## config.mk

```make
export PLATFORM = sky130hd
export DESIGN_NAME = dre_read_engine
export DESIGN_NICKNAME = d
export VERILOG_FILES = /design/src/hw/dre_read_engine.v
export VERILOG_INCLUDE_DIRS = /design/src /design/src/include
export SDC_FILE = /design/constraint.sdc
export NUM_CORES = 1
export LEC_CHECK = 0
export ABC_AREA = 1
export BUFFER_PORTS_ARGS = -buffer_cell sky130_fd_sc_hd__buf_2
export CAP_MARGIN = 20
export CELL_PAD_IN_SITES_DETAIL_PLACEMENT = 2
export CELL_PAD_IN_SITES_GLOBAL_PLACEMENT = 2
export CORE_MARGIN = 3
export CORE_UTILIZATION = 42
export DETAILED_ROUTE_END_ITERATION = 6
export PLACE_DENSITY = 0.77
export SLEW_MARGIN = 20
export SYNTH_ARGS = -nofsm -noshare
export SYNTH_HDL_FRONTEND = slang
export SYNTH_SLANG_ARGS = --single-unit
```

## constraint.sdc

```tcl
create_clock -name ref_clk -period 7.3 [get_ports ref_clk]
set_input_delay 1.095 -clock ref_clk [delete_from_list [all_inputs] [get_ports ref_clk]]
set_output_delay 1.095 -clock ref_clk [all_outputs]
set_load 0.01 [all_outputs]
```

## src/include/dre_defines.vh

```
`ifndef DRE_DEFINES_VH
`define DRE_DEFINES_VH

// APB register map
`define DRE_CTRL_OFS        8'h00
`define DRE_STAT_OFS        8'h04
`define DRE_CTRL_RST        32'h0000_0000
`define DRE_CTRL_MASK       32'h0000_ff1f

// Control fields
`define DRE_CTRL_SERR_EN    0
`define DRE_CTRL_PRI_MTO    1
`define DRE_CTRL_SEC_MTO    2
`define DRE_CTRL_PF_DIS     3
`define DRE_CTRL_DSERR_EN   4
`define DRE_CTRL_CLS_LO     8
`define DRE_CTRL_CLS_HI     15

// Status fields
`define DRE_STAT_QCNT_LO    0
`define DRE_STAT_QCNT_HI    1
`define DRE_STAT_FLOW       2
`define DRE_STAT_DONE       3
`define DRE_STAT_ABORT      4
`define DRE_STAT_TST_LO     5
`define DRE_STAT_TST_HI     6
`define DRE_STAT_BCNT_LO    8
`define DRE_STAT_BCNT_HI    13

// Queue and buffer sizes
`define DRE_QUEUE_DEPTH     2'd3
`define DRE_BUF_DEPTH       6'd32
`define DRE_BOUND_DW        7'd16

// Bus commands
`define DRE_CMD_IORD        4'h2
`define DRE_CMD_MR          4'h6
`define DRE_CMD_CFGRD       4'ha
`define DRE_CMD_MRM         4'hc
`define DRE_CMD_MRL         4'he

// Timing counts (in attempts and clocks)
`define DRE_RETRY_LIMIT     25'h100_0000
`define DRE_DISCARD_SHORT   16'h8000
`define DRE_DISCARD_LONG    16'h0400

`endif

```

## src/hw/dre_read_engine.v

```verilog
// Summary of operation
// Every read is a delayed transaction
// Latch address, command, parity, first byte enables
// Retry initiator after capturing new request
// Initiator repeats read until data or abort
// Head entry, writes drained, then request bus
// Nonprefetch forwards enables, prefetch drives zeros
// Target retry makes engine reissue read
// No refetch after data then termination
// After 2^24 attempts abort and drop entry
// Limit abort asserts system error if enabled
// Returned data goes to opposite read queue
// Accept one Dword per clock, no waits
// Deliver only when complete, ordered, at head
// Memory read commands alias when matching
// Disconnect with last Dword, discard leftovers
// Early take while fetching enters flow-through
// Flow-through ends: initiator, 4KB, buffer full
// Empty buffer stalls ready, otherwise none
// Initiator end forwarded, leftover data discarded
// Discard timer starts, value from timeout bits
// Timer expiry drops entry, optional system error
// Three entries per direction, duplicates ignored
// Nonprefetch fetches one Dword, disconnects after
// Prefetch policy by direction and command
// Prefetch stops at cache line or 16-Dword; memory read multiple stops at two cache lines or 32 Dwords
// Discard start values are parameters
//
// The implementer's own choices: register access over APB and the placing of the registers.
`timescale 1ns/100ps
`include "dre_defines.vh"

module dre_read_engine #(
	parameter        UPSTREAM      = 0,
	parameter [24:0] RETRY_LIMIT   = `DRE_RETRY_LIMIT,
	parameter [15:0] DISCARD_SHORT = `DRE_DISCARD_SHORT,
	parameter [15:0] DISCARD_LONG  = `DRE_DISCARD_LONG
) (
	input  wire        ref_clk,
	input  wire        reset_n,
	input  wire        psel,
	input  wire        penable,
	input  wire        pwrite,
	input  wire [7:0]  paddr,
	input  wire [31:0] pwdata,
	output reg  [31:0] prdata,
	output reg         pready,
	output reg         pslverr,
	input  wire        iniReq,
	input  wire [31:0] iniAddr,
	input  wire [3:0]  iniCmd,
	input  wire        iniPar,
	input  wire [3:0]  iniBe,
	input  wire        iniPrefSpace,
	input  wire        iniTake,
	input  wire        iniStop,
	input  wire        rdOrderOk,
	output reg         iniRetry,
	output reg         iniAbort,
	output reg         iniTrdy,
	output reg  [31:0] iniData,
	output reg         iniDisc,
	input  wire        pwDrained,
	input  wire        tgtGnt,
	input  wire [31:0] tgtData,
	input  wire        tgtDataValid,
	input  wire        tgtRetry,
	input  wire        tgtAbort,
	input  wire        tgtEnd,
	output reg         tgtReq,
	output reg         tgtStart,
	output reg  [31:0] tgtAddr,
	output reg  [3:0]  tgtCmd,
	output reg  [3:0]  tgtBe,
	output reg         tgtPar,
	output reg         tgtLast,
	output reg         sysErrN
);

	localparam [1:0] TS_IDLE = 2'b00;
	localparam [1:0] TS_ARB  = 2'b01;
	localparam [1:0] TS_DATA = 2'b10;

	function isMemRd;
		input [3:0] c;
		isMemRd = (c == `DRE_CMD_MR) || (c == `DRE_CMD_MRL) || (c == `DRE_CMD_MRM);
	endfunction

	function cmdMatch;
		input [3:0] a;
		input [3:0] b;
		cmdMatch = (a == b) || (isMemRd(a) && isMemRd(b));
	endfunction

	// Dwords to fetch before the prefetch boundary
	function [6:0] fetchLimit;
		input       pf;
		input [3:0] c;
		input [7:0] cache_line_size_setting;
		input [5:0] dw;
		reg         clsOk;
		reg   [6:0] span;
		begin
			clsOk = (cache_line_size_setting == 8'h01) || (cache_line_size_setting == 8'h02) || (cache_line_size_setting == 8'h04) || (cache_line_size_setting == 8'h08);
			span  = clsOk ? {cache_line_size_setting[5:0], 1'b0} : {1'b0, `DRE_BUF_DEPTH};
			if (!pf)
				fetchLimit = 7'd1;
			else if (c == `DRE_CMD_MRM)
				fetchLimit = span - ({1'b0, dw} & (span - 7'd1));
			else if (clsOk)
				fetchLimit = {cache_line_size_setting[6:0]} - ({1'b0, dw} & (cache_line_size_setting[6:0] - 7'd1));
			else
				fetchLimit = `DRE_BOUND_DW - ({1'b0, dw} & (`DRE_BOUND_DW - 7'd1));
		end
	endfunction

	reg  [31:0] ctrl_q;
	reg  [1:0]  qCnt_q;
	reg  [31:0] eAddr [0:2];
	reg  [3:0]  eCmd  [0:2];
	reg         ePar  [0:2];
	reg  [3:0]  eBe   [0:2];
	reg         ePref [0:2];
	reg  [31:0] buf_q [0:31];
	reg  [4:0]  wrPtr_q;
	reg  [4:0]  rdPtr_q;
	reg  [5:0]  bufCnt_q;
	reg  [1:0]  tState_q;
	reg  [6:0]  remain_q;
	reg  [31:0] fetchAddr_q;
	reg  [24:0] attempts_q;
	reg         headDone_q;
	reg         headAbort_q;
	reg         killFetch_q;
	reg         busy_q;
	reg         flow_q;
	reg  [15:0] discard_q;

	wire [7:0]  cache_line_size_setting      = ctrl_q[`DRE_CTRL_CLS_HI:`DRE_CTRL_CLS_LO];
	wire        serrEn   = ctrl_q[`DRE_CTRL_SERR_EN];
	wire        mtoSel   = UPSTREAM ? ctrl_q[`DRE_CTRL_SEC_MTO] : ctrl_q[`DRE_CTRL_PRI_MTO];
	wire        newPref  = (iniCmd == `DRE_CMD_MRL) || (iniCmd == `DRE_CMD_MRM) ||
		((iniCmd == `DRE_CMD_MR) && (UPSTREAM ? !ctrl_q[`DRE_CTRL_PF_DIS] : iniPrefSpace));

	wire [2:0]  hit;
	genvar gi;
	generate
		for (gi = 0; gi < 3; gi = gi + 1) begin : gMatch
			assign hit[gi] = (gi < qCnt_q) && (eAddr[gi] == iniAddr) && cmdMatch(eCmd[gi], iniCmd);
		end
	endgenerate

	// Initiator-side decisions
	wire        reqNew    = iniReq && !busy_q;
	wire        ftOk      = (tState_q == TS_DATA) && ePref[0] && !killFetch_q &&
		(remain_q != 7'd0) && (bufCnt_q != 6'd0);
	wire        doAbort   = reqNew && hit[0] && headAbort_q;
	wire        doDeliver = reqNew && hit[0] && !headAbort_q && rdOrderOk && (headDone_q || ftOk);
	wire        doAdd     = reqNew && (hit == 3'b000) && (qCnt_q != `DRE_QUEUE_DEPTH);
	wire        doRetry   = iniReq && !doAbort && !doDeliver;

	wire        canRead   = busy_q && !iniStop && iniTake && (bufCnt_q != 6'd0);
	wire        lastRead  = canRead && (bufCnt_q == 6'd1) && headDone_q;
	wire        emptyEnd  = busy_q && !iniStop && (bufCnt_q == 6'd0) && headDone_q;
	wire        iniEnd    = busy_q && iniStop;

	// Target-side events
	wire        inData    = tState_q == TS_DATA;
	wire        accept    = inData && tgtDataValid && !killFetch_q &&
		(flow_q || remain_q != 7'd0) && (bufCnt_q != `DRE_BUF_DEPTH);
	wire        limitHit  = inData && tgtRetry && (attempts_q == RETRY_LIMIT - 25'd1);
	wire        discardExp = headDone_q && !busy_q && (qCnt_q != 2'd0) && (discard_q == 16'd1);

	wire        dropHead  = doAbort || lastRead || emptyEnd || iniEnd || discardExp;
	wire        wr        = accept;
	wire        rd        = canRead;
	wire [5:0]  bufNext   = iniEnd || discardExp ? 6'd0 : bufCnt_q + {5'd0, wr} - {5'd0, rd};
	wire [1:0]  addIdx    = qCnt_q - {1'b0, dropHead};
	wire [6:0]  remNext   = remain_q - {6'd0, accept};
	wire [31:0] adrNext   = accept ? fetchAddr_q + 32'd4 : fetchAddr_q;

	// Ask the master to end after the current data phase
	wire        stopNext  = killFetch_q || iniEnd ||
		(flow_q ? ((adrNext[11:2] == 10'h3ff) || (bufNext >= `DRE_BUF_DEPTH - 6'd1))
		        : (remNext <= 7'd1));

	integer i;

	// APB slave, one wait state
	always @(posedge ref_clk or negedge reset_n) begin
		if (!reset_n) begin
			ctrl_q  <= `DRE_CTRL_RST;
			prdata  <= 32'h0000_0000;
			pready  <= 1'b0;
			pslverr <= 1'b0;
		end else begin
			pready  <= psel && penable && !pready;
			pslverr <= psel && penable && !pready && (paddr != `DRE_CTRL_OFS) && (paddr != `DRE_STAT_OFS);
			if (psel && penable && pready && pwrite && (paddr == `DRE_CTRL_OFS))
				ctrl_q <= pwdata & `DRE_CTRL_MASK;
			if (psel && penable && !pready && !pwrite) begin
				prdata <= 32'h0000_0000;
				if (paddr == `DRE_CTRL_OFS)
					prdata <= ctrl_q;
				else if (paddr == `DRE_STAT_OFS) begin
					prdata[`DRE_STAT_QCNT_HI:`DRE_STAT_QCNT_LO] <= qCnt_q;
					prdata[`DRE_STAT_FLOW]                      <= flow_q;
					prdata[`DRE_STAT_DONE]                      <= headDone_q;
					prdata[`DRE_STAT_ABORT]                     <= headAbort_q;
					prdata[`DRE_STAT_TST_HI:`DRE_STAT_TST_LO]   <= tState_q;
					prdata[`DRE_STAT_BCNT_HI:`DRE_STAT_BCNT_LO] <= bufCnt_q;
				end
			end
		end
	end

	// Delayed transaction queue; entry 0 is the head
	always @(posedge ref_clk) begin
		if (dropHead) begin
			for (i = 0; i < 2; i = i + 1) begin
				eAddr[i] <= eAddr[i + 1];
				eCmd[i]  <= eCmd[i + 1];
				ePar[i]  <= ePar[i + 1];
				eBe[i]   <= eBe[i + 1];
				ePref[i] <= ePref[i + 1];
			end
		end
		if (doAdd) begin
			eAddr[addIdx] <= iniAddr;
			eCmd[addIdx]  <= iniCmd;
			ePar[addIdx]  <= iniPar;
			eBe[addIdx]   <= iniBe;
			ePref[addIdx] <= newPref;
		end
	end

	// Read data buffer toward the initiator bus
	always @(posedge ref_clk) begin
		if (wr)
			buf_q[wrPtr_q] <= tgtData;
	end

	always @(posedge ref_clk or negedge reset_n) begin
		if (!reset_n) begin
			qCnt_q   <= 2'd0;
			wrPtr_q  <= 5'd0;
			rdPtr_q  <= 5'd0;
			bufCnt_q <= 6'd0;
		end else begin
			qCnt_q   <= qCnt_q - {1'b0, dropHead} + {1'b0, doAdd};
			bufCnt_q <= bufNext;
			if (iniEnd || discardExp) begin
				wrPtr_q <= 5'd0;
				rdPtr_q <= 5'd0;
			end else begin
				wrPtr_q <= wrPtr_q + {4'd0, wr};
				rdPtr_q <= rdPtr_q + {4'd0, rd};
			end
		end
	end

	// Master on the target bus
	always @(posedge ref_clk or negedge reset_n) begin
		if (!reset_n) begin
			tState_q    <= TS_IDLE;
			tgtReq      <= 1'b0;
			tgtStart    <= 1'b0;
			tgtAddr     <= 32'h0000_0000;
			tgtCmd      <= 4'h0;
			tgtBe       <= 4'h0;
			tgtPar      <= 1'b0;
			tgtLast     <= 1'b0;
			remain_q    <= 7'd0;
			fetchAddr_q <= 32'h0000_0000;
			attempts_q  <= 25'd0;
			headDone_q  <= 1'b0;
			headAbort_q <= 1'b0;
			killFetch_q <= 1'b0;
		end else begin
			tgtStart <= 1'b0;
			if (dropHead) begin
				headDone_q  <= 1'b0;
				headAbort_q <= 1'b0;
				attempts_q  <= 25'd0;
			end
			if (iniEnd && inData)
				killFetch_q <= 1'b1;
			case (tState_q)
				TS_IDLE: begin
					tgtLast <= 1'b0;
					if ((qCnt_q != 2'd0) && !dropHead && !headDone_q && pwDrained && (bufCnt_q == 6'd0)) begin
						tgtReq   <= 1'b1;
						tState_q <= TS_ARB;
					end
				end
				TS_ARB: begin
					if (tgtGnt) begin
						tgtReq      <= 1'b0;
						tgtStart    <= 1'b1;
						tgtAddr     <= eAddr[0];
						tgtCmd      <= eCmd[0];
						tgtPar      <= ePar[0];
						tgtBe       <= ePref[0] ? 4'h0 : eBe[0];
						fetchAddr_q <= eAddr[0];
						remain_q    <= fetchLimit(ePref[0], eCmd[0], cache_line_size_setting, eAddr[0][7:2]);
						tgtLast     <= fetchLimit(ePref[0], eCmd[0], cache_line_size_setting, eAddr[0][7:2]) <= 7'd1;
						tState_q    <= TS_DATA;
					end
				end
				TS_DATA: begin
					remain_q    <= remNext;
					fetchAddr_q <= adrNext;
					tgtLast     <= stopNext;
					if (tgtAbort) begin
						headAbort_q <= !killFetch_q;
						headDone_q  <= !killFetch_q;
						killFetch_q <= 1'b0;
						tState_q    <= TS_IDLE;
					end else if (tgtRetry) begin
						if (limitHit) begin
							headAbort_q <= 1'b1;
							headDone_q  <= 1'b1;
						end else
							attempts_q <= attempts_q + 25'd1;
						killFetch_q <= 1'b0;
						tState_q    <= TS_IDLE;
					end else if (tgtEnd) begin
						headDone_q  <= !killFetch_q && !(iniEnd && flow_q);
						killFetch_q <= 1'b0;
						tState_q    <= TS_IDLE;
					end
				end
				default: tState_q <= TS_IDLE;
			endcase
		end
	end

	// Initiator-side answers and discard timer
	always @(posedge ref_clk or negedge reset_n) begin
		if (!reset_n) begin
			iniRetry  <= 1'b0;
			iniAbort  <= 1'b0;
			iniTrdy   <= 1'b0;
			iniData   <= 32'h0000_0000;
			iniDisc   <= 1'b0;
			busy_q    <= 1'b0;
			flow_q    <= 1'b0;
			discard_q <= DISCARD_SHORT;
			sysErrN   <= 1'b1;
		end else begin
			iniRetry <= doRetry;
			iniAbort <= doAbort;
			iniTrdy  <= canRead;
			iniDisc  <= lastRead || emptyEnd;
			if (canRead)
				iniData <= buf_q[rdPtr_q];
			if (doDeliver) begin
				busy_q <= 1'b1;
				flow_q <= !headDone_q;
			end else if (lastRead || emptyEnd || iniEnd) begin
				busy_q <= 1'b0;
				flow_q <= 1'b0;
			end
			if (headDone_q && !busy_q && !dropHead && (qCnt_q != 2'd0))
				discard_q <= discard_q - 16'd1;
			else
				discard_q <= mtoSel ? DISCARD_LONG : DISCARD_SHORT;
			sysErrN <= !((limitHit && serrEn) ||
				(discardExp && serrEn && ctrl_q[`DRE_CTRL_DSERR_EN]));
		end
	end

endmodule // dre_read_engine

```

## Word level (Yosys, flattened, before mapping)

Memory sizes are Yosys's and may differ from the RTL's. A register that Yosys moved wholly into a read port is not among the register bits.
Cells that the tools add are included.

- Flip-flop bits (word level): 199
- Memories kept: 6
- Word-level logic and storage cells: 282
- RAM bits: 1150
- Output and inout bits: 115
- Bits of input ports: 129

Memory list:

| name | words | bits a word | read ports | clocked after memory_dff | write ports | RTL line | text |
|---|---|---|---|---|---|---|---|
| buf_q | 32 | 32 | 1 | 1 | 1 | dre_read_engine.v:124 | `reg [31:0] buf_q [0:31];` |
| eAddr | 3 | 32 | 3 | 0 | 3 | dre_read_engine.v:119 | `reg [31:0] eAddr [0:2];` |
| eBe | 3 | 4 | 3 | 0 | 3 | dre_read_engine.v:122 | `reg [3:0] eBe [0:2];` |
| eCmd | 3 | 4 | 3 | 0 | 3 | dre_read_engine.v:120 | `reg [3:0] eCmd [0:2];` |
| ePar | 3 | 1 | 3 | 1 | 3 | dre_read_engine.v:121 | `reg ePar [0:2];` |
| ePref | 3 | 1 | 3 | 0 | 3 | dre_read_engine.v:123 | `reg ePref [0:2];` |

- Eq/ne operators: 36
- Reduce and logical (&&, ||, !) cells: 122
- Magnitude comparators: 6
- Mux-type cells: 65
- Add/sub/neg operators: 15
- Bitwise gates (word level): 2

Operators by type and width:

| cell | count |
|---|---|
| 2-to-1 mux 25 bit | 5 |
| == test 32 bit | 3 |
| 2-to-1 mux 32 bit | 2 |
| case mux 32 bit (2 select lines) | 1 |
| logical AND 1 bit | 61 |
| 2-to-1 mux 7 bit | 8 |
| adder 32 x 3 -> 32 bit, second input constant | 1 |
| == test 4 bit, second input constant | 8 |
| 2-to-1 mux 16 bit | 2 |
| 2-to-1 mux 1 bit | 31 |
| logical OR 1 bit | 29 |
| adder 25 x 1 -> 25 bit, second input constant | 1 |
| == test 25 x 24 -> 1 bit, second input constant | 1 |
| 2-to-1 mux 6 bit | 3 |
| == test 16 x 1 -> 1 bit, second input constant | 1 |
| == test 4 x 3 -> 1 bit, second input constant | 4 |
| == test 8 x 3 -> 1 bit, second input constant | 2 |
| subtractor 16 x 1 -> 16 bit, second input constant | 1 |
| bitwise AND 6 x 7 -> 7 bit | 2 |
| <= comparator 7 x 1 -> 1 bit, second input constant | 2 |
| logical NOT 1 bit | 14 |
| case mux 7 bit (2 select lines) | 1 |
| subtractor 7 x 1 -> 7 bit, second input constant | 2 |
| subtractor 7 bit | 2 |
| other kinds (40) | 59 |

## Longest topological paths before layout

Gate-level depths: netlist of run 1.
An unclocked memory read counts as a cell.

- Depth in word-level cells: 20
- Gate-level depth with buffers: 26
- Mapped depth without buffers: 25

## Worst setup path before layout of run 1

No wires, ideal clock.

- Kind: input-to-reg
- Start: in iniAddr[11]
- End: mem eAddr[2][0] (enable)
- Setup slack: 1.599 ns
- Arrival: 5.208 ns
- Library setup time: 0.493 ns
- Cell stages on the path: 12
- Cells stage by stage: inv_1 > o22ai_1 > nor2_1 > nand2_1 > nor2_1 > nand2_1 > nor2_1 > nand4_2 > nand2_2 > ha_1 > xnor2_1 > nor3_1

RTL lines:

| item | RTL line | text |
|---|---|---|
| from (decl) | dre_read_engine.v:50 | `input wire [31:0] iniAddr,` |
| to (decl) | dre_read_engine.v:119 |  |

## Final worst setup path of run 1

- Start: reg tState_q[0]
- End: mem buf_q[17][25] (enable)

- Cells in the longest elaborated chain, start to end: 7

Ends and longest elaborated chain:

| item | RTL line | text |
|---|---|---|
| from (decl) | dre_read_engine.v:128 | `reg [1:0] tState_q;` |
| from (signal assigned) | dre_read_engine.v:265 | `tState_q <= TS_IDLE;` |
| from (signal assigned) | dre_read_engine.v:293 | `tState_q <= TS_ARB;` |
| from (signal assigned) | dre_read_engine.v:307 | `tState_q <= TS_DATA;` |
| == test 2 bit | dre_read_engine.v:168 | `wire inData = tState_q == TS_DATA;` |
| logical AND 1 bit (4 in a row) | dre_read_engine.v:169 | `wire accept = inData && tgtDataValid && !killFetch_q &&` |
| 2-to-1 mux 1 bit | dre_read_engine.v:239 | `if (wr)` |
| 2-to-1 mux 1 bit (not written as such) | dre_read_engine.v:240 | `buf_q[wrPtr_q] <= tgtData;` |
| to (decl) | dre_read_engine.v:124 |  |

Every way passes these cells.

==> results.ini, run 1 <==
[worst_setup_path]
crit_path_cell_trace=inv_1, ha_1, buf_4, nand2_1, nor2_1, nand2_1, clkinv_1, nand2_1, inv_1, nand3_1, nor2_4, buf_4
critical_path_peak_fanout=24
critical_setup_path_kind=reg2reg
worst_ep_required_time_ps=7700
path_delay_family=simple AND/OR/NAND/NOR gates
top_cell_by_count_worst_path=sky130_fd_sc_hd__nand2_1
critical_path.max_stage_delay_ps=1050
endpoint_kind=flop
critical_path_arrival_ps=5600
critical_path_depth=12
crit_slowest_cell=sky130_fd_sc_hd__nor2_4
rr_worst_depth=12
start_kind=flop
critical_path.n_buffers_inverters=5

[clock_network]
postCtsResizedCells=0
post-cts-setup-buffers=0
ctsLongestPathBuffers=3
clkTransAtPathRegs_ps=60
clk_latency_ps=800
cts_tree=yes
clock_sinks=1344
clockRootBuffer=sky130_fd_sc_hd__clkbuf_16
cts.htree.levels=4
postCtsHoldBufs=0
cts_inserted_buffers=148

[placement]
gpl.final_weighted_congestion=0.798
place_hpwl_um=118000
placement.io_buffers=207

[timing]
final.min_clock_period_ps=5200
setup_repair_after_global_routing_missed_its_margin=no
worst_slew_pin_slew_ps=1190
max_clock_freq_mhz=192
final-hold-violation-count=0
final_min_period_over_clock_period_pct=71.2
maxSlewViolCount=0
setup_viol=0
fin_worst_skew_ps=46.3
timing.setup.tns_ps=0
slew_headroom_pct=20.3

[power_and_ir_drop]
cellPowerDensity_nw_per_um2=298
leakagePower_nw=23.1
worst_ir_drop_on_vdd_mv=0.256

[global_route]
pin_count_of_the_biggest_net_entering_global_routing=187
via_count_of_the_first_global_routing_pass=44882
first_pass_grt_wire_length_um=304000
grt_antenna_before_repair=17
groute.usage.overall_pct=29.8
globalRoute.totalOverflow=0

[logic_synthesis]
synth-seq-cells=1344
netlist_instances=4767
mappedNetlistArea_um2=55900
async_flop_share_pct=14.4
synth.lib_cells_used.distinct=56
ys_dominant_reg_cell=sky130_fd_sc_hd__edfxtp_1
synth.top_cell.area_share_pct=61.8
ys_top_cells_by_area=sky130_fd_sc_hd__edfxtp_1, sky130_fd_sc_hd__dfrtp_1, sky130_fd_sc_hd__o21ai_0, sky130_fd_sc_hd__nor2_1, sky130_fd_sc_hd__o22ai_1
synthDominantAreaCellType=sky130_fd_sc_hd__edfxtp_1
synth.most_common_cell=sky130_fd_sc_hd__edfxtp_1
post_synth.cell_area_avg_um2=11.7
synth-edff-count=1150
cell_types_with_the_highest_counts_after_synthesis=sky130_fd_sc_hd__edfxtp_1, sky130_fd_sc_hd__nor2_1, sky130_fd_sc_hd__o21ai_0
yosysWarnings=0
synth_seq_area_share_pct=70.5

[route]
dr_total_vias=40858
ant_nets=0
totalWireLength_um=207000
drt-vias-per-instance=6.00
firstDrtPassIters=5
initialDrtViolationCount=4275
avgRoutedWirePerCell_um=30.4
drc_errors=0

[cells_and_area]
nets=5094
areaGrowthSynthToFinish_pct=13.9
final_util_pct=48.3
layout_cells_sized_above_1_pct=11.4

[floorplanning]
die_area_um2=137000
dieHeight_um=371
initial_standard_cell_utilization_of_the_core_pct=42.4
design.core.area_um2=132000
io_pins=244
die_width_um=371
fp-row-count=133

[run_status]
status=finished, final reports clean

[run]
drv_cap=0

[min_path]
holdCritPathClass=in2async

[routing by layer]
| layer | part of all wire, % | GRT usage [%] | up-vias |
|---|---|---|---|
| li1 | - | - | 17454 |
| met1 | 40 | 38.3 | 21366 |
| met2 | 50 | 50.1 | 1581 |
| met3 | 6.0 | 4.77 | 443 |
| met4 | 4.1 | 13.0 | 14 |
| met5 | 0.041 | 0 | - |
[worst paths after layout]
kind,start,end,slack [ps]
max,tState_q[0],buf_q[17][25],2100
min,reset_n,attempts_q[11],350
max reg2reg,tState_q[0],buf_q[17][25],2100
min reg2reg,ePar[0],tgtPar,450
max in group asynchronous,reset_n,rdPtr_q[3],5660
min in group ref_clk,ePar[0],tgtPar,450
[power by group]
| part | switching, mW | internal (mW) |
|---|---|---|
| clock network | 3.21 | 4.21 |
| logic | 1.61 | 0.704 |
| registers | 0.347 | 8.89 |
[cell usage in the layout, fill, tap and decap left out, types with 5 or more instances in the layout]
master / count
sky130_fd_sc_hd__inv_2: 9
sky130_fd_sc_hd__dfrtp_1: 187
sky130_fd_sc_hd__xnor2_1: 40
sky130_fd_sc_hd__buf_12: 9
sky130_fd_sc_hd__o22ai_1: 314
sky130_fd_sc_hd__nand2_1: 451
sky130_fd_sc_hd__nand4_1: 32
sky130_fd_sc_hd__clkbuf_1: 61
sky130_fd_sc_hd__nor3_1: 26
sky130_fd_sc_hd__nand3_1: 124
sky130_fd_sc_hd__o32ai_1: 9
sky130_fd_sc_hd__conb_1: 17
sky130_fd_sc_hd__a21oi_1: 46
sky130_fd_sc_hd__clkbuf_16: 152
sky130_fd_sc_hd__nand2_2: 8
sky130_fd_sc_hd__bufinv_16: 7
sky130_fd_sc_hd__buf_2: 206
sky130_fd_sc_hd__nor2_4: 34
sky130_fd_sc_hd__clkbuf_8: 11
sky130_fd_sc_hd__o221ai_1: 31
sky130_fd_sc_hd__or2_2: 14
sky130_fd_sc_hd__inv_1: 208
sky130_fd_sc_hd__buf_4: 60
sky130_fd_sc_hd__nor4_1: 9
sky130_fd_sc_hd__xor2_1: 40
sky130_fd_sc_hd__buf_16: 5
sky130_fd_sc_hd__clkinv_1: 17
sky130_fd_sc_hd__o21ai_0: 806
sky130_fd_sc_hd__ha_1: 36
sky130_fd_sc_hd__clkinv_2: 14
sky130_fd_sc_hd__o21ai_1: 23
sky130_fd_sc_hd__diode_2: 7
sky130_fd_sc_hd__o211ai_1: 10
sky130_fd_sc_hd__nor2_1: 807
sky130_fd_sc_hd__edfxtp_1: 1150
[state kept, by name, indices dropped and copies added, names as in the netlist, 2 cells and up]
register	count
attempts_q	25
bufCnt_q	6
buf_q	1024
ctrl_q	13
discard_q	16
eAddr	96
eBe	12
eCmd	12
ePar	3
ePref	3
fetchAddr_q	10
iniData	32
prdata	15
qCnt_q	2
rdPtr_q	5
remain_q	7
tState_q	2
tgtAddr	32
tgtBe	4
tgtCmd	4
wrPtr_q	5
[per-stage QoR]
step	area (um2)	hold WS, ps	cells	worst slack, ps	total power [mW]
5_1_grt	63700	372	6805	1800	19.8
6_report	63700	348	6808	2100	19.0
3_3_place_gp	58800	441	6526	1880	11.5
2_1_floorplan	56000	391	4783	1600	10.7
4_1_cts	63500	337	6795	1950	19.1
3_5_place_dp	58900	450	6527	1770	11.7
[final cells by class]
type	count	area [um2]
fill	12984	68100
tap	1755	2200
sequential	1344	39400
clock inverter	44	475
antenna	7	17.5
multi-input combinational	2929	14700
timing repair buffer	281	1810
inverter	224	861
clock buffer	224	4180
[logic make-up (layout without fill, tap and decap cells)]
logic type | Yosys count | after routing | synth area share (%)
other cells | 1 | 24 | 0.00671
mux | 4 | 4 | 0.0806
flops | 1344 | 1344 | 70.5
fa+ha+maj | 37 | 37 | 0.842
xor+xnor | 80 | 80 | 1.25
compound gates | 1264 | 1264 | 12.5
buf+inv | 510 | 773 | 3.77
simple gates | 1527 | 1527 | 11.1
No activity file was read; power rests on OpenSTA's default activity.
==> inputs of run 2 (changes only) <==
--- a/config.mk
+++ b/config.mk
@@ -6,15 +6,15 @@
 export SDC_FILE = /design/constraint.sdc
 export NUM_CORES = 1
 export LEC_CHECK = 0
-export ABC_AREA = 1
+export ABC_AREA = 0
 export BUFFER_PORTS_ARGS = -buffer_cell sky130_fd_sc_hd__buf_2
 export CAP_MARGIN = 20
 export CELL_PAD_IN_SITES_DETAIL_PLACEMENT = 2
 export CELL_PAD_IN_SITES_GLOBAL_PLACEMENT = 2
 export CORE_MARGIN = 3
-export CORE_UTILIZATION = 42
+export CORE_UTILIZATION = 45
 export DETAILED_ROUTE_END_ITERATION = 6
-export PLACE_DENSITY = 0.77
+export PLACE_DENSITY = 0.74
 export SLEW_MARGIN = 20
 export SYNTH_ARGS = -nofsm -noshare
 export SYNTH_HDL_FRONTEND = slang
==> constraint.sdc (replaced) <==
create_clock -name ref_clk -period 5.32 [get_ports ref_clk]
set_input_delay 0.798 -clock ref_clk [delete_from_list [all_inputs] [get_ports ref_clk]]
set_output_delay 0.798 -clock ref_clk [all_outputs]
set_load 0.01 [all_outputs]
==> results.ini, run 2 <==
[timing]
slew_headroom_pct=25.5  ; +5.2 points
max_clock_freq_mhz=220  ; +14%
final.min_clock_period_ps=4550  ; -653 ps
hold_ws_ps=109  ; -238 ps
setup_viol=0  ; unchanged
fin_worst_skew_ps=40.2  ; -6.03 ps
maxSlewViolCount=0  ; unchanged
worst_slew_pin_slew_ps=1120  ; -74.7 ps
final-hold-violation-count=0  ; unchanged
timing.setup.tns_ps=0  ; unchanged
setup_repair_after_global_routing_missed_its_margin=no
final_min_period_over_clock_period_pct=85.5  ; +14 points

[cells_and_area]
fin_area_um2=63200  ; -0.80%
fillers=10646  ; -18%
registers.top_by_ff_count=buf_q
layout_commonest_cell=sky130_fd_sc_hd__edfxtp_1
sequential_cell_area_um2=39400  ; unchanged
stdcell_count=5017  ; -26%
multi_input_area_um2=14800  ; +0.79%
reg_top3=buf_q (1024), eAddr (96)
areaGrowthSynthToFinish_pct=15.3
most_frequent_cells_in_the_layout=sky130_fd_sc_hd__edfxtp_1, sky130_fd_sc_hd__mux4_2, sky130_fd_sc_hd__nand2_1, sky130_fd_sc_hd__buf_2, sky130_fd_sc_hd__dfrtp_1
nets=3448  ; -32%
layout_cells_sized_above_1_pct=28.8  ; +17 points
largest_register_ffs=1024  ; unchanged

[logic_synthesis]
synth.lib_cells_used.distinct=83  ; +48%
synth.most_common_cell=sky130_fd_sc_hd__edfxtp_1
synthDominantAreaCellType=sky130_fd_sc_hd__edfxtp_1
netlist_instances=3007  ; -37%
yosysWarnings=0  ; unchanged
synth-edff-count=1150  ; unchanged
synth-seq-cells=1344  ; unchanged
cell_types_with_the_highest_counts_after_synthesis=sky130_fd_sc_hd__edfxtp_1, sky130_fd_sc_hd__mux4_2, sky130_fd_sc_hd__nand2_1
synth_seq_area_share_pct=71.9  ; +1.4 points
synth.top_cell.area_share_pct=63.0  ; +1.2 points
post_synth.cell_area_avg_um2=18.2  ; +55%
async_flop_share_pct=14.4  ; unchanged
mappedNetlistArea_um2=54800  ; -2.0%
ys_dominant_reg_cell=sky130_fd_sc_hd__edfxtp_1
ys_top_cells_by_area=sky130_fd_sc_hd__edfxtp_1, sky130_fd_sc_hd__mux4_2, sky130_fd_sc_hd__dfrtp_1, sky130_fd_sc_hd__mux2_2, sky130_fd_sc_hd__nand2_1

[run]
drv_cap=0  ; unchanged

[clock_network]
ctsLongestPathBuffers=3  ; unchanged
postCtsResizedCells=0  ; unchanged
postCtsHoldBufs=0  ; unchanged
clock_sinks=1344  ; unchanged
post-cts-setup-buffers=0  ; unchanged
clk_latency_ps=770  ; -30 ps
clockRootBuffer=sky130_fd_sc_hd__clkbuf_16
cts_inserted_buffers=145  ; -2.0%
cts_tree=yes
cts.htree.levels=4  ; unchanged
clkTransAtPathRegs_ps=60  ; about the same

[route]
drt-vias-per-instance=6.12  ; +2.0%
dr_wl_met3_um=9800  ; -21%
dr_total_vias=30712  ; -25%
detailroute.wirelength.met2_um=92000  ; -11%
detail_route.wirelength.met1_um=70300  ; -15%
firstDrtPassIters=5  ; unchanged
ant_nets=0  ; unchanged
totalWireLength_um=177000  ; -14%
avgRoutedWirePerCell_um=35.3  ; +16%
initialDrtViolationCount=3263  ; -24%
top_signal_layer_used=met5
drc_errors=0  ; unchanged

[global_route]
first_pass_grt_wire_length_um=258000  ; -15%
pin_count_of_the_biggest_net_entering_global_routing=106  ; -43%
grt_antenna_before_repair=11  ; -6
via_count_of_the_first_global_routing_pass=34221  ; -24%
groute.usage.overall_pct=28.5  ; -1.4 points
globalRoute.totalOverflow=0  ; unchanged

[worst_setup_path]
start_kind=flop
crit_slowest_cell=sky130_fd_sc_hd__or4b_1
critical_path.max_stage_delay_ps=750  ; -300 ps
path_delay_family=simple AND/OR/NAND/NOR gates
endpoint_kind=flop
critical_path_peak_fanout=22  ; -8.3%
critical_path.n_buffers_inverters=2  ; -3
crit_path_cell_trace=nor2_1, nor3b_1, nand3_1, or4b_1, and3_1, inv_1, ha_1, xnor2_1, and3_2, buf_4, mux2_2
worst_ep_required_time_ps=5810  ; -1890 ps
critical_setup_path_kind=reg2reg
critical_path_arrival_ps=5040  ; -560 ps

[power_and_ir_drop]
report.power.total_mw=26.0  ; +37%
net_switching_share_of_the_total_power_pct=26.0  ; -1.2 points
cellPowerDensity_nw_per_um2=411  ; +38%
leakagePower_nw=21.2  ; -8.3%
sequentialPowerShare_pct=48.9  ; +0.2 points
intPower_mw=19.2  ; +39%
part_of_the_power_in_combinational_logic_pct=11.0  ; -1.2 points
power.clock.fraction_pct=40.0  ; +0.9 points
worst_ir_drop_on_vdd_mv=0.329  ; +28%
power.switching_mw=6.75  ; +31%

[floorplanning]
fp-row-count=127  ; -4.5%
design.core.area_um2=120000  ; -8.6%
dieHeight_um=355  ; -4.3%
initial_standard_cell_utilization_of_the_core_pct=45.5  ; +3.1 points
die_width_um=355  ; -4.3%
die_area_um2=126000  ; -8.4%
io_pins=244  ; unchanged

[placement]
placement.io_buffers=207  ; unchanged
placed_cells=4747  ; -27%
detailed_place.area_um2=58400  ; -0.80%
gpl.final_weighted_congestion=0.830  ; +4.1%
place_hpwl_um=102000  ; -14%

[min_path]
holdCritPathClass=in2async

[run_status]
status=finished, final reports clean

-- run 2: cell count changes after synthesis, moves of 64 or more --
| cell | delta |
|---|---|
| sky130_fd_sc_hd__o21ai_0 | -743 |
| sky130_fd_sc_hd__nand2_1 | -246 |
| sky130_fd_sc_hd__nor2_1 | -687 |
| sky130_fd_sc_hd__nand3_1 | -64 |
| sky130_fd_sc_hd__mux2_2 | +90 |
| sky130_fd_sc_hd__o22ai_1 | -307 |
| sky130_fd_sc_hd__clkbuf_1 | -98 |
| sky130_fd_sc_hd__inv_1 | -174 |
| sky130_fd_sc_hd__mux4_2 | +320 |
-- run 2: area by class of cell --
| cell class | count | area share (%) |
|---|---|---|
| Tap cell | 1612 | 3.19 |
| Timing Repair Buffer | 285 | 3.12 |
| Clock buffer | 194 | 6.31 |
| Antenna cell | 8 | 0.0317 |
| Multi-Input combinational cell | 1466 | 23.5 |
| Clock inverter | 68 | 1.24 |
| Sequential cell | 1344 | 62.4 |
| Inverter | 40 | 0.238 |
-- run 2: cell families after synthesis --
| group | count (synthesis) | share of synthesized area (%) |
|---|---|---|
| compound gates | 261 | 2.94 |
| xor+xnor | 109 | 1.74 |
| fa+ha+maj | 37 | 0.858 |
| buf+inv | 213 | 1.63 |
| flops | 1344 | 71.9 |
| mux | 463 | 16.0 |
| other cells | 1 | 0.00684 |
| simple gates | 579 | 4.96 |
-- run 2: final timing paths --
kind,slack (ps),cells past startpoint,end,start
setup reg to reg,770,11,eAddr[0][3],qCnt_q[1]
hold / removal,110,1,tgtAddr[19],reset_n
setup / recovery,770,11,eAddr[0][3],qCnt_q[1]
max in group asynchronous,3980,2,attempts_q[0],reset_n
hold reg to reg,450,1,sysErrN,ctrl_q[0]
min in group ref_clk,250,1,eBe[2][1],iniBe[1]
-- run 2: layer usage --
layer,GRT usage (%),vias up
met5,0,-
met1,37.1,16808
li1,-,12473
met2,49.5,1173
met4,8.50,2
met3,4.44,256
-- run 2: per-stage QoR --
stage          setup slack, ps  utilization [%]
6_report                   773             52.4
5_1_grt                    636             52.4
4_1_cts                    771             52.4
3_5_place_dp               645             48.5
3_3_place_gp               701             48.5
2_1_floorplan              410                -
-- run 2: worst reg2reg max path: cells and delay by family, from the launching register on --
| kind | cells | cell delay, ps |
|---|---|---|
| and+or+nand+nor | 6 | 2320 |
| xor gates and xnor gates | 1 | 290 |
| adders and majority gates | 1 | 210 |
| muxes | 1 | 410 |
| buffers and inverters | 2 | 540 |
| DFF | 1 | 510 |
-- run 2: power by group through the flow --
stage               sequential [mW]  combinational, mW  clock (mW)
detailed placement             12.9               2.84           0
finish                         12.7               2.87        10.4
global placement               12.8               2.62           0
floorplan                      12.7               1.70           0
global route                   12.8               3.15        10.9
CTS                            12.7               2.90        10.5
